<file path="src/burner_pkg.sv">
// Purpose: shared constants and carriers for the burner start-up sequencer
// Assumes: 50 MHz clock, AXI4-Lite register access
// Notes: times are kept in their own unit, cycle counts derived from them
package burner_pkg;

    // ------------------------------------------------------------
    // Clock and times
    // ------------------------------------------------------------
    localparam int CLK_HZ = 50000000;
    localparam int INIT_SEC = 10;
    localparam int HOLD_SHOW_SEC = 5;
    localparam int HOLD_LOCK_SEC = 240;
    localparam int AIRFLOW_SEC = 10;
    localparam int PROVE_START_SEC = 10;
    localparam int PURGE_MIN_SEC = 30;
    localparam int PURGE_MAX_SEC = 150;
    localparam int INIT_CYC = INIT_SEC * CLK_HZ;
    localparam int HOLD_SHOW_CYC = HOLD_SHOW_SEC * CLK_HZ;
    localparam longint HOLD_LOCK_CYC = longint'(HOLD_LOCK_SEC) * CLK_HZ;
    localparam int AIRFLOW_CYC = AIRFLOW_SEC * CLK_HZ;
    localparam int PROVE_START_CYC = PROVE_START_SEC * CLK_HZ;
    localparam int SEC_CYC = CLK_HZ;

    // ------------------------------------------------------------
    // Register map (byte addresses)
    // ------------------------------------------------------------
    localparam logic [7:0] CTRL_OFS = 8'h00;
    localparam logic [7:0] STATUS_OFS = 8'h04;
    localparam logic [7:0] PURGE_OFS = 8'h08;
    localparam logic [7:0] INPUT_OFS = 8'h0C;
    localparam logic [7:0] PURGE_RST = 8'h1E;
    localparam logic [1:0] RESP_OKAY = 2'h0;
    localparam logic [1:0] RESP_SLVERR = 2'h2;

    // Valve proving schedule codes
    localparam logic [2:0] VP_NEVER = 3'h0;
    localparam logic [2:0] VP_BEFORE = 3'h1;
    localparam logic [2:0] VP_AFTER = 3'h2;
    localparam logic [2:0] VP_SPLIT = 3'h3;
    localparam logic [2:0] VP_BOTH = 3'h4;

    typedef enum logic [2:0] {
        ST_INITIATE = 3'b000,
        ST_HOLD = 3'b001,
        ST_STANDBY = 3'b010,
        ST_PURGE = 3'b011,
        ST_LOWFIRE = 3'b100,
        ST_IGNITION = 3'b101,
        ST_LOCKOUT = 3'b110
    } seq_e;

    // Field inputs after synchronising
    typedef struct packed {
        logic lineOk;
        logic demand;
        logic provingDemand;
        logic burnerSwitch;
        logic limitsOk;
        logic runningIlk;
        logic preIgnIlk;
        logic runTest;
        logic lockoutIlk;
        logic highFireSw;
        logic lowFireSw;
        logic monitorOk;
    } field_in_s;
    // Synchroniser reset: good line, so no false hold
    localparam field_in_s FIELD_IDLE = '{lineOk: 1'b1, default: 1'b0};

    // Field outputs
    typedef struct packed {
        logic blower;
        logic rateHigh;
        logic rateLow;
        logic provingActive;
        logic fuelEnable;
        logic holdShown;
        logic alarm;
        logic trialStart;
    } field_out_s;

endpackage : burner_pkg

</file>
<file path="src/burner_startup_sequencer.sv">
// Purpose: power-on initiate, standby and pre-purge of a burner sequencer
// Assumes: field inputs asynchronous, one 50 MHz clock, resetn = power-on
// Notes: ignition and later states are outside; trialStart hands over
//
// How it works
// - Reset (power applied) puts the sequencer in initiate.
// - A bad line in standby, purge, low fire or ignition sends the sequencer back to initiate.
// - Initiate lasts ten seconds while the line stays good.
// - Line fault in initiate holds, showing hold for at least five seconds.
// - After a hold the initiate timer restarts from zero.
// - Hold lasting four minutes uncorrected leads to lockout.
// - Dropout, noise or brownout all clear lineOk and raise a hold.
// - Blower output stays off through initiate whatever inputs do.
// - Standby starts on demand, proving demand when valve proving is needed.
// - Leaving standby needs burner switch, limits, control, monitors correct.
// - Purge time is selectable between 30 and 150 seconds.
// - All listed interlocks and switches are checked before purge proceeds.
// - Purge start energizes blower and drives firing rate to high fire.
// - Purge timing counts only with lockout string and high fire closed.
// - Valve tests run alongside purge from ten seconds in, when scheduled.
// - Pre-ignition interlock opening in purge trips, except during tests.
// - Lockout interlocks not closed ten seconds after demand trip.
// - Purge expiry drives firing rate toward low fire.
// - Ignition trial begins only once the low fire switch is made.
// - Purge duration comes from the fitted purge card setting, or from the purge register when useCard is clear.
`timescale 1ns/1ps
module burner_startup_sequencer
    import burner_pkg::*;
#(
    parameter int INIT_CYCLES = INIT_CYC,
    parameter int HOLD_SHOW_CYCLES = HOLD_SHOW_CYC,
    parameter longint HOLD_LOCK_CYCLES = HOLD_LOCK_CYC,
    parameter int AIRFLOW_CYCLES = AIRFLOW_CYC,
    parameter int PROVE_START_CYCLES = PROVE_START_CYC,
    parameter int SEC_CYCLES = SEC_CYC
) (
    // Clock and reset
    input wire logic clk,
    input wire logic resetn,
    // Field pins, asynchronous
    input wire field_in_s fieldIn,
    input wire logic [7:0] purgeCard,
    // Field outputs
    output field_out_s fieldOut,
    // AXI4-Lite slave
    input wire logic [7:0] s_axi_awaddr,
    input wire logic s_axi_awvalid,
    output logic s_axi_awready,
    input wire logic [31:0] s_axi_wdata,
    input wire logic [3:0] s_axi_wstrb,
    input wire logic s_axi_wvalid,
    output logic s_axi_wready,
    output logic [1:0] s_axi_bresp,
    output logic s_axi_bvalid,
    input wire logic s_axi_bready,
    input wire logic [7:0] s_axi_araddr,
    input wire logic s_axi_arvalid,
    output logic s_axi_arready,
    output logic [31:0] s_axi_rdata,
    output logic [1:0] s_axi_rresp,
    output logic s_axi_rvalid,
    input wire logic s_axi_rready
);

    // ------------------------------------------------------------
    // Input synchronisers
    // ------------------------------------------------------------
    field_in_s syncA, syncB;
    logic [7:0] cardA, cardB;

    // Two stages; only syncB and cardB are looked at by logic
    always_ff @(posedge clk) begin
        if (!resetn) begin
            syncA <= FIELD_IDLE;
            syncB <= FIELD_IDLE;
            cardA <= '0;
            cardB <= '0;
        end else begin
            syncA <= fieldIn;
            syncB <= syncA;
            cardA <= purgeCard;
            cardB <= cardA;
        end
    end

    // ------------------------------------------------------------
    // Register bus state
    // ------------------------------------------------------------
    logic awHeld, wHeld;
    logic [7:0] awAddr;
    logic [31:0] wData;
    logic [3:0] wStrb;
    logic [2:0] vpSchedule;
    logic useCard;
    logic [7:0] purgeSec;
    logic resetReq;
    logic next_awHeld, next_wHeld, next_bvalid, next_arready, next_rvalid;
    logic [7:0] next_awAddr;
    logic [31:0] next_wData, next_rdata;
    logic [3:0] next_wStrb;
    logic [1:0] next_bresp, next_rresp;
    logic [2:0] next_vpSchedule;
    logic next_useCard, next_resetReq;
    logic [7:0] next_purgeSec;
    logic doWrite;

    // ------------------------------------------------------------
    // Sequencer state
    // ------------------------------------------------------------
    seq_e state, next_state;
    logic [31:0] timer, next_timer;
    logic [35:0] holdTimer, next_holdTimer;
    logic [31:0] demandTimer, next_demandTimer;
    logic [35:0] purgeTimer, next_purgeTimer;
    logic [7:0] tripCode, next_tripCode;
    field_out_s next_out;

    // Derived conditions
    logic proveNeeded, activeDemand, standbyOk, purgeOk, proveSched;
    logic [7:0] effPurge, clampPurge;
    logic [35:0] purgeCycles;

    // Valve proving on the purge side for Before, Split or Both
    // demand selection
    assign proveSched = (vpSchedule == VP_BEFORE) ||
                        (vpSchedule == VP_SPLIT) || (vpSchedule == VP_BOTH);
    assign proveNeeded = (vpSchedule != VP_NEVER);
    assign activeDemand = proveNeeded ? syncB.provingDemand : syncB.demand;
    assign standbyOk = activeDemand && syncB.burnerSwitch &&
                       syncB.limitsOk && syncB.monitorOk;
    assign purgeOk = standbyOk && syncB.runningIlk && syncB.runTest;
    assign effPurge = useCard ? cardB : purgeSec;
    assign clampPurge = (effPurge < 8'(PURGE_MIN_SEC)) ? 8'(PURGE_MIN_SEC) :
                        (effPurge > 8'(PURGE_MAX_SEC)) ? 8'(PURGE_MAX_SEC) :
                        effPurge;
    assign purgeCycles = 36'(clampPurge) * 36'(SEC_CYCLES);

    // Sequencer next-state logic
    always_comb begin
        next_state = state;
        next_timer = timer;
        next_holdTimer = holdTimer;
        next_demandTimer = demandTimer;
        next_purgeTimer = purgeTimer;
        next_tripCode = tripCode;
        next_out = fieldOut;
        next_out.trialStart = 1'b0;
        next_out.holdShown = (state == ST_HOLD);
        case (state)
            ST_INITIATE: begin
                next_out = '0;
                next_timer = timer + 32'h1;
                if (!syncB.lineOk) begin
                    next_state = ST_HOLD;
                    next_timer = '0;
                    next_holdTimer = '0;
                end else if (timer >= 32'(INIT_CYCLES - 1)) begin
                    next_state = ST_STANDBY;
                    next_timer = '0;
                end
            end
            ST_HOLD: begin
                next_out = '0;
                next_out.holdShown = 1'b1;
                next_timer = timer + 32'h1;
                if (!syncB.lineOk) begin
                    next_holdTimer = holdTimer + 36'h1;
                end else begin
                    next_holdTimer = '0;
                end
                if (holdTimer >= 36'(HOLD_LOCK_CYCLES - 1)) begin
                    next_state = ST_LOCKOUT;
                    next_tripCode = 8'h01;
                end else if (syncB.lineOk &&
                             timer >= 32'(HOLD_SHOW_CYCLES - 1)) begin
                    next_state = ST_INITIATE;
                    next_timer = '0;
                end
            end
            ST_STANDBY: begin
                next_out = '0;
                next_demandTimer = '0;
                next_purgeTimer = '0;
                if (standbyOk && syncB.preIgnIlk) begin
                    next_state = ST_PURGE;
                    next_out.blower = 1'b1;
                    next_out.rateHigh = 1'b1;
                end
            end
            ST_PURGE: begin
                next_out.blower = 1'b1;
                next_out.rateHigh = 1'b1;
                next_out.rateLow = 1'b0;
                if (!syncB.lockoutIlk) begin
                    next_demandTimer = demandTimer + 32'h1;
                end
                if (syncB.lockoutIlk && syncB.highFireSw) begin
                    next_purgeTimer = purgeTimer + 36'h1;
                end
                next_out.provingActive = proveSched &&
                    syncB.provingDemand &&
                    (purgeTimer >= 36'(PROVE_START_CYCLES));
                if (!activeDemand) begin
                    next_state = ST_STANDBY;
                    next_out = '0;
                end else if (!purgeOk) begin
                    next_state = ST_LOCKOUT;
                    next_tripCode = 8'h02;
                end else if (!syncB.preIgnIlk && !fieldOut.provingActive) begin
                    next_state = ST_LOCKOUT;
                    next_tripCode = 8'h03;
                end else if (!syncB.lockoutIlk &&
                             demandTimer >= 32'(AIRFLOW_CYCLES - 1)) begin
                    next_state = ST_LOCKOUT;
                    next_tripCode = 8'h04;
                end else if (purgeTimer >= purgeCycles - 36'h1) begin
                    next_state = ST_LOWFIRE;
                    next_out.rateHigh = 1'b0;
                    next_out.rateLow = 1'b1;
                    next_out.provingActive = 1'b0;
                end
            end
            ST_LOWFIRE: begin
                next_out.rateHigh = 1'b0;
                next_out.rateLow = 1'b1;
                if (!purgeOk || !syncB.lockoutIlk) begin
                    next_state = ST_LOCKOUT;
                    next_tripCode = 8'h05;
                end else if (syncB.lowFireSw) begin
                    next_state = ST_IGNITION;
                    next_out.trialStart = 1'b1;
                    next_out.fuelEnable = 1'b1;
                end
            end
            ST_IGNITION: begin
                // Held here; downstream logic owns the trial
                next_out.fuelEnable = 1'b1;
                if (!activeDemand) begin
                    next_state = ST_STANDBY;
                    next_out = '0;
                end
            end
            ST_LOCKOUT: begin
                next_out = '0;
                next_out.alarm = 1'b1;
                if (resetReq) begin
                    next_state = ST_INITIATE;
                    next_timer = '0;
                    next_tripCode = '0;
                end
            end
            default: begin
                next_state = ST_LOCKOUT;
                next_out = '0;
            end
        endcase
        if (!syncB.lineOk && state != ST_INITIATE && state != ST_HOLD &&
            state != ST_LOCKOUT) begin
            next_state = ST_INITIATE;
            next_timer = '0;
            next_out = '0;
        end
    end

    // Sequencer registers; reset enters initiate
    always_ff @(posedge clk) begin
        if (!resetn) begin
            state <= ST_INITIATE;
            timer <= '0;
            holdTimer <= '0;
            demandTimer <= '0;
            purgeTimer <= '0;
            tripCode <= '0;
            fieldOut <= '0;
        end else begin
            state <= next_state;
            timer <= next_timer;
            holdTimer <= next_holdTimer;
            demandTimer <= next_demandTimer;
            purgeTimer <= next_purgeTimer;
            tripCode <= next_tripCode;
            fieldOut <= next_out;
        end
    end

    // ------------------------------------------------------------
    // AXI4-Lite slave
    // ------------------------------------------------------------
    // Write fires when both halves are held and no response pends
    assign doWrite = awHeld && wHeld && !s_axi_bvalid;

    // Bus next-state logic
    always_comb begin
        next_awHeld = awHeld;
        next_wHeld = wHeld;
        next_awAddr = awAddr;
        next_wData = wData;
        next_wStrb = wStrb;
        next_bvalid = s_axi_bvalid;
        next_bresp = s_axi_bresp;
        next_arready = 1'b0;
        next_rvalid = s_axi_rvalid;
        next_rdata = s_axi_rdata;
        next_rresp = s_axi_rresp;
        next_vpSchedule = vpSchedule;
        next_useCard = useCard;
        next_purgeSec = purgeSec;
        next_resetReq = 1'b0;
        if (s_axi_awvalid && s_axi_awready) begin
            next_awHeld = 1'b1;
            next_awAddr = s_axi_awaddr;
        end
        if (s_axi_wvalid && s_axi_wready) begin
            next_wHeld = 1'b1;
            next_wData = s_axi_wdata;
            next_wStrb = s_axi_wstrb;
        end
        if (doWrite) begin
            next_awHeld = 1'b0;
            next_wHeld = 1'b0;
            next_bvalid = 1'b1;
            next_bresp = RESP_OKAY;
            case (awAddr)
                CTRL_OFS: begin
                    if (wStrb[0]) begin
                        next_vpSchedule = wData[2:0];
                        next_useCard = wData[3];
                        next_resetReq = wData[4];
                    end
                end
                PURGE_OFS: begin
                    if (wStrb[0]) begin
                        next_purgeSec = wData[7:0];
                    end
                end
                STATUS_OFS, INPUT_OFS: begin
                    next_bresp = RESP_OKAY;
                end
                default: begin
                    next_bresp = RESP_SLVERR;
                end
            endcase
        end
        if (s_axi_bvalid && s_axi_bready) begin
            next_bvalid = 1'b0;
        end
        if (s_axi_rvalid && s_axi_rready) begin
            next_rvalid = 1'b0;
        end
        if (s_axi_arvalid && !s_axi_arready && !s_axi_rvalid) begin
            next_arready = 1'b1;
            next_rvalid = 1'b1;
            next_rresp = RESP_OKAY;
            case (s_axi_araddr)
                CTRL_OFS: next_rdata = {27'h0, 1'b0, useCard, vpSchedule};
                STATUS_OFS: next_rdata = {8'h0, tripCode, fieldOut, 5'h0,
                                          state};
                PURGE_OFS: next_rdata = {16'h0, clampPurge, purgeSec};
                INPUT_OFS: next_rdata = {20'h0, syncB};
                default: begin
                    next_rdata = '0;
                    next_rresp = RESP_SLVERR;
                end
            endcase
        end
    end

    // Bus registers
    always_ff @(posedge clk) begin
        if (!resetn) begin
            awHeld <= 1'b0;
            wHeld <= 1'b0;
            awAddr <= '0;
            wData <= '0;
            wStrb <= '0;
            s_axi_awready <= 1'b0;
            s_axi_wready <= 1'b0;
            s_axi_bvalid <= 1'b0;
            s_axi_bresp <= RESP_OKAY;
            s_axi_arready <= 1'b0;
            s_axi_rvalid <= 1'b0;
            s_axi_rdata <= '0;
            s_axi_rresp <= RESP_OKAY;
            vpSchedule <= VP_NEVER;
            useCard <= 1'b1;
            purgeSec <= PURGE_RST;
            resetReq <= 1'b0;
        end else begin
            awHeld <= next_awHeld;
            wHeld <= next_wHeld;
            awAddr <= next_awAddr;
            wData <= next_wData;
            wStrb <= next_wStrb;
            // Ready only while the holding slot is empty
            s_axi_awready <= !next_awHeld && !s_axi_awready;
            s_axi_wready <= !next_wHeld && !s_axi_wready;
            s_axi_bvalid <= next_bvalid;
            s_axi_bresp <= next_bresp;
            s_axi_arready <= next_arready;
            s_axi_rvalid <= next_rvalid;
            s_axi_rdata <= next_rdata;
            s_axi_rresp <= next_rresp;
            vpSchedule <= next_vpSchedule;
            useCard <= next_useCard;
            purgeSec <= next_purgeSec;
            resetReq <= next_resetReq;
        end
    end

endmodule : burner_startup_sequencer

</file>
<file path="config.mk">
export PLATFORM = sky130hd
export DESIGN_NAME = burner_startup_sequencer
export DESIGN_NICKNAME = d
export VERILOG_FILES = /design/src/burner_pkg.sv /design/src/burner_startup_sequencer.sv
export SDC_FILE = /design/constraint.sdc
export NUM_CORES = 1
export LEC_CHECK = 0
export ABC_CLOCK_PERIOD_IN_PS = 11850
export BUFFER_PORTS_ARGS = -buffer_cell sky130_fd_sc_hd__buf_2
export CORE_ASPECT_RATIO = 1.1
export CORE_UTILIZATION = 45
export CTS_CLUSTER_SIZE = 8
export DETAILED_ROUTE_END_ITERATION = 16
export SLEW_MARGIN = 25
export SYNTH_ARGS = -nofsm -noshare
export SYNTH_HDL_FRONTEND = slang
export SYNTH_SLANG_ARGS = --single-unit
</file>
<file path="constraint.sdc">
create_clock -name clk -period 11.85 [get_ports clk]
set_clock_uncertainty 0.05 [all_clocks]
set_input_delay 0.5925 -clock clk [delete_from_list [all_inputs] [get_ports clk]]
set_output_delay 0.5925 -clock clk [all_outputs]
set_load 0.005 [all_outputs]
</file>
==> impl_metrics.json <==
{
  "clk_pin_slew_ns": 0.05,
  "crit_fanout": 25,
  "htreeDepth": 2,
  "tightest_slew_ns": 0.934,
  "cap_violations": 0,
  "firstDrtPassIters": 6,
  "netlist_area_mm2": 0.0152,
  "period_needed_ns": 10.07,
  "synth-edff-count": 0,
  "path_buf_inv": 6,
  "p_leak_nw": 6.88,
  "hold_path_class": "input pin to flop",
  "io_buffer_count": 85,
  "syn_area_per_cell_um2": 8.29,
  "critical_path_required_ns": 12.20,
  "cts_buffer_depth": 3,
  "rsz0062_at_grt": "false",
  "viasPerCell": 5.50,
  "status": "finished, final reports clean",
  "fin_setup_tns_ns": 0,
  "wirelength_um": 36200,
  "die_w_um": 177,
  "final_nets": 2095,
  "cts_root_buffer": "clkbuf_16",
  "max_slew_margin": 0.376,
  "hold_buffers": 0,
  "grt_max_degree": 65,
  "synthArstFlopShare": 0,
  "start_kind": "flop",
  "setup_violations": 0,
  "ctsResizeCount": 0,
  "synthCells": 1834,
  "finalWeightedCongestion": 0.887,
  "core_area_mm2": 0.0333,
  "start_util": 0.457,
  "cts_inserted_buffers": 37,
  "synth_flop_cell": "dfxtp_1",
  "postRouteAntennaNets": 0,
  "grt_pass1_wl_um": 60100,
  "timing.fmax_ghz": 0.0993,
  "final-max-slew-violation-count": 0,
  "cp_slowest_cell": "dfxtp_1",
  "finalHoldViolCount": 0,
  "netlist.area_leader.share": 0.326,
  "grt_pass1_vias": 12200,
  "critical-path-top-delay-family": "adder cells",
  "cts_setup_buffers": 0,
  "crit_top_cell": "inv_1",
  "dieArea_mm2": 0.0345,
  "worstSetupPathType": "flop to flop",
  "rows": 70,
  "syn_to_final_growth_pct": 11.4,
  "nFillCells": 3233,
  "wl_per_cell_um": 15.5,
  "drive_above_1_share": 0.0956,
  "synth_area_leaders": "dfxtp_1, ha_1, fa_1",
  "seq_area_frac_synth": 0.326,
  "drc": 0,
  "utilization": 0.509,
  "power.density_mw_per_mm2": 185,
  "yosysMostFrequentCell": "dfxtp_1",
  "yosys-top-cells-count": "dfxtp_1, nor2_1, nand2_1, inv_1, a21oi_1",
  "die_h_um": 195,
  "yosysTopAreaCell": "dfxtp_1",
  "track_usage": 0.210,
  "seqCellArea_mm2": 0.00496,
  "arrival_ns": 10.42,
  "fin_crit_sh": 0.850,
  "cts_tree": "yes",
  "antenna_cells": 0,
  "worst_setup_path_end_kind": "flop",
  "vias": 12800,
  "ir_worst_vdd_v": 0.000101,
  "cts.sinks": 248,
  "pin_count": 128,
  "multiInputGateArea_mm2": 0.00945,
  "synth_seq_cells": 248,
  "grt_antenna_before_repair": 0,
  "drt_iter0_drc": 609,
  "max_stage_delay_ns": 0.84,
  "synth-warning-count": 0,
  "synthDistinctLibCells": 83,
  "gr-total-overflow": 0,
  "dp_hpwl_um": 26400,
  "clock_latency_ns": 0.52
}
## state kept, by name (all words and copies together), names as in the netlist, 3 cells and up
register / count
holdTimer: 36
syncA: 12
state: 3
purgeTimer: 36
fieldOut: 8
timer: 32
s_axi_rdata: 19
demandTimer: 32
wData: 8
purgeSec: 8
vpSchedule: 3
awAddr: 8
cardA: 8
tripCode: 3
cardB: 8
syncB: 12
## metrics by stage
| stage | cells | worst slack [ns] | hold slack [ns] | cell area (um^2) | total power (W) |
|---|---|---|---|---|---|
| floorplan | 1848 | 3.35 | 0.336 | 15300 | 0.00194 |
| global placement | 2280 | 1.84 | 0.343 | 15900 | 0.00218 |
| detailed placement | 2280 | 1.71 | 0.346 | 15900 | 0.00221 |
| CTS | 2325 | 1.71 | 0.209 | 16900 | 0.00317 |
| global route | 2326 | 0.801 | 0.225 | 16900 | 0.00338 |
| finish | 2326 | 1.78 | 0.227 | 16900 | 0.00314 |
## final cells by class
cell class	instances	area share
multi-input combinational	1388	0.558
sequential	248	0.293
clock buffer	42	0.0576
tap	432	0.0319
timing repair buffer	97	0.0309
inverter	116	0.0257
clock inverter	3	0.00259
## routing by layer
metal  GRT usage  vias to the layer above  wire length, um
li1            -                     6492                -
met5           0                        -                0
met2       0.353                      221            17200
met4      0.0579                        0              691
met1       0.275                     6025            16800
met3      0.0342                       52             1500
## power by group
part | total [W] | leakage, nW | switching, W | internal [W]
Clock | 0.000937 | 0.499 | 0.000362 | 0.000576
Sequential | 0.000864 | 2.01 | 0.0000127 | 0.000851
Combinational | 0.00134 | 4.38 | 0.000795 | 0.000544
## cells by family (layout without fill, tap and decap cells)
kind of cell             count (synthesis)  in the layout  synth area share
buffers and inverters                  212            258            0.0566
AND/OR/NAND/NOR                        738            738             0.244
AO/OA/AOI/OAI                          344            344             0.148
other                                    1             15          0.000247
flip-flops                             248            248             0.326
adder cells (fa/ha/maj)                128            128             0.125
multiplexers                            32             32            0.0246
XOR/XNOR                               131            131            0.0754
## cells in the final DEF, fill, tap and decap left out, drive strengths merged, types with 6 or more instances in the layout
master	Yosys	routed
dfxtp	248	248
nor2	210	210
nand2	155	155
inv	115	116
a21oi	110	110
buf	19	97
ha	88	88
xor2	82	82
nand3	76	76
o21ai	72	72
and2	57	57
xnor2	49	49
nor3	43	43
clkbuf	77	42
fa	40	40
nand4	38	38
and3	29	29
a211oi	18	18
or3	17	17
a22oi	17	17
and4	17	17
mux2i	16	16
nor4	16	16
a21o	15	15
nand2b	15	15
conb	1	15
a31oi	14	14
mux2	13	13
nor2b	12	12
nand3b	9	9
or4	9	9
a311oi	9	9
o211ai	7	7
nand4b	7	7
or2	6	6
o211a	6	6
## final timing paths
| path | startpoint | endpoint | slack (ns) | depth (start not counted) |
|---|---|---|---|---|
| min | fieldIn[11] | syncA[11] | 0.23 | 2 |
| max | useCard | state[0] | 1.78 | 31 |
| max reg2reg | useCard | state[0] | 1.78 | 31 |
| min reg2reg | syncA[11] | syncB[11] | 0.36 | 1 |
## worst register-to-register path, delay by kind of cell, from the launching register on
family          cells  cell delay (ns)
xor+xnor            1             0.11
compound gates      9             2.29
simple gates        7             2.16
mux                 2             0.72
fa+ha+maj           6             2.94
buf+inv             6             0.83
flops               1             0.84
Note: power is estimated with default switching activity, not from simulation.
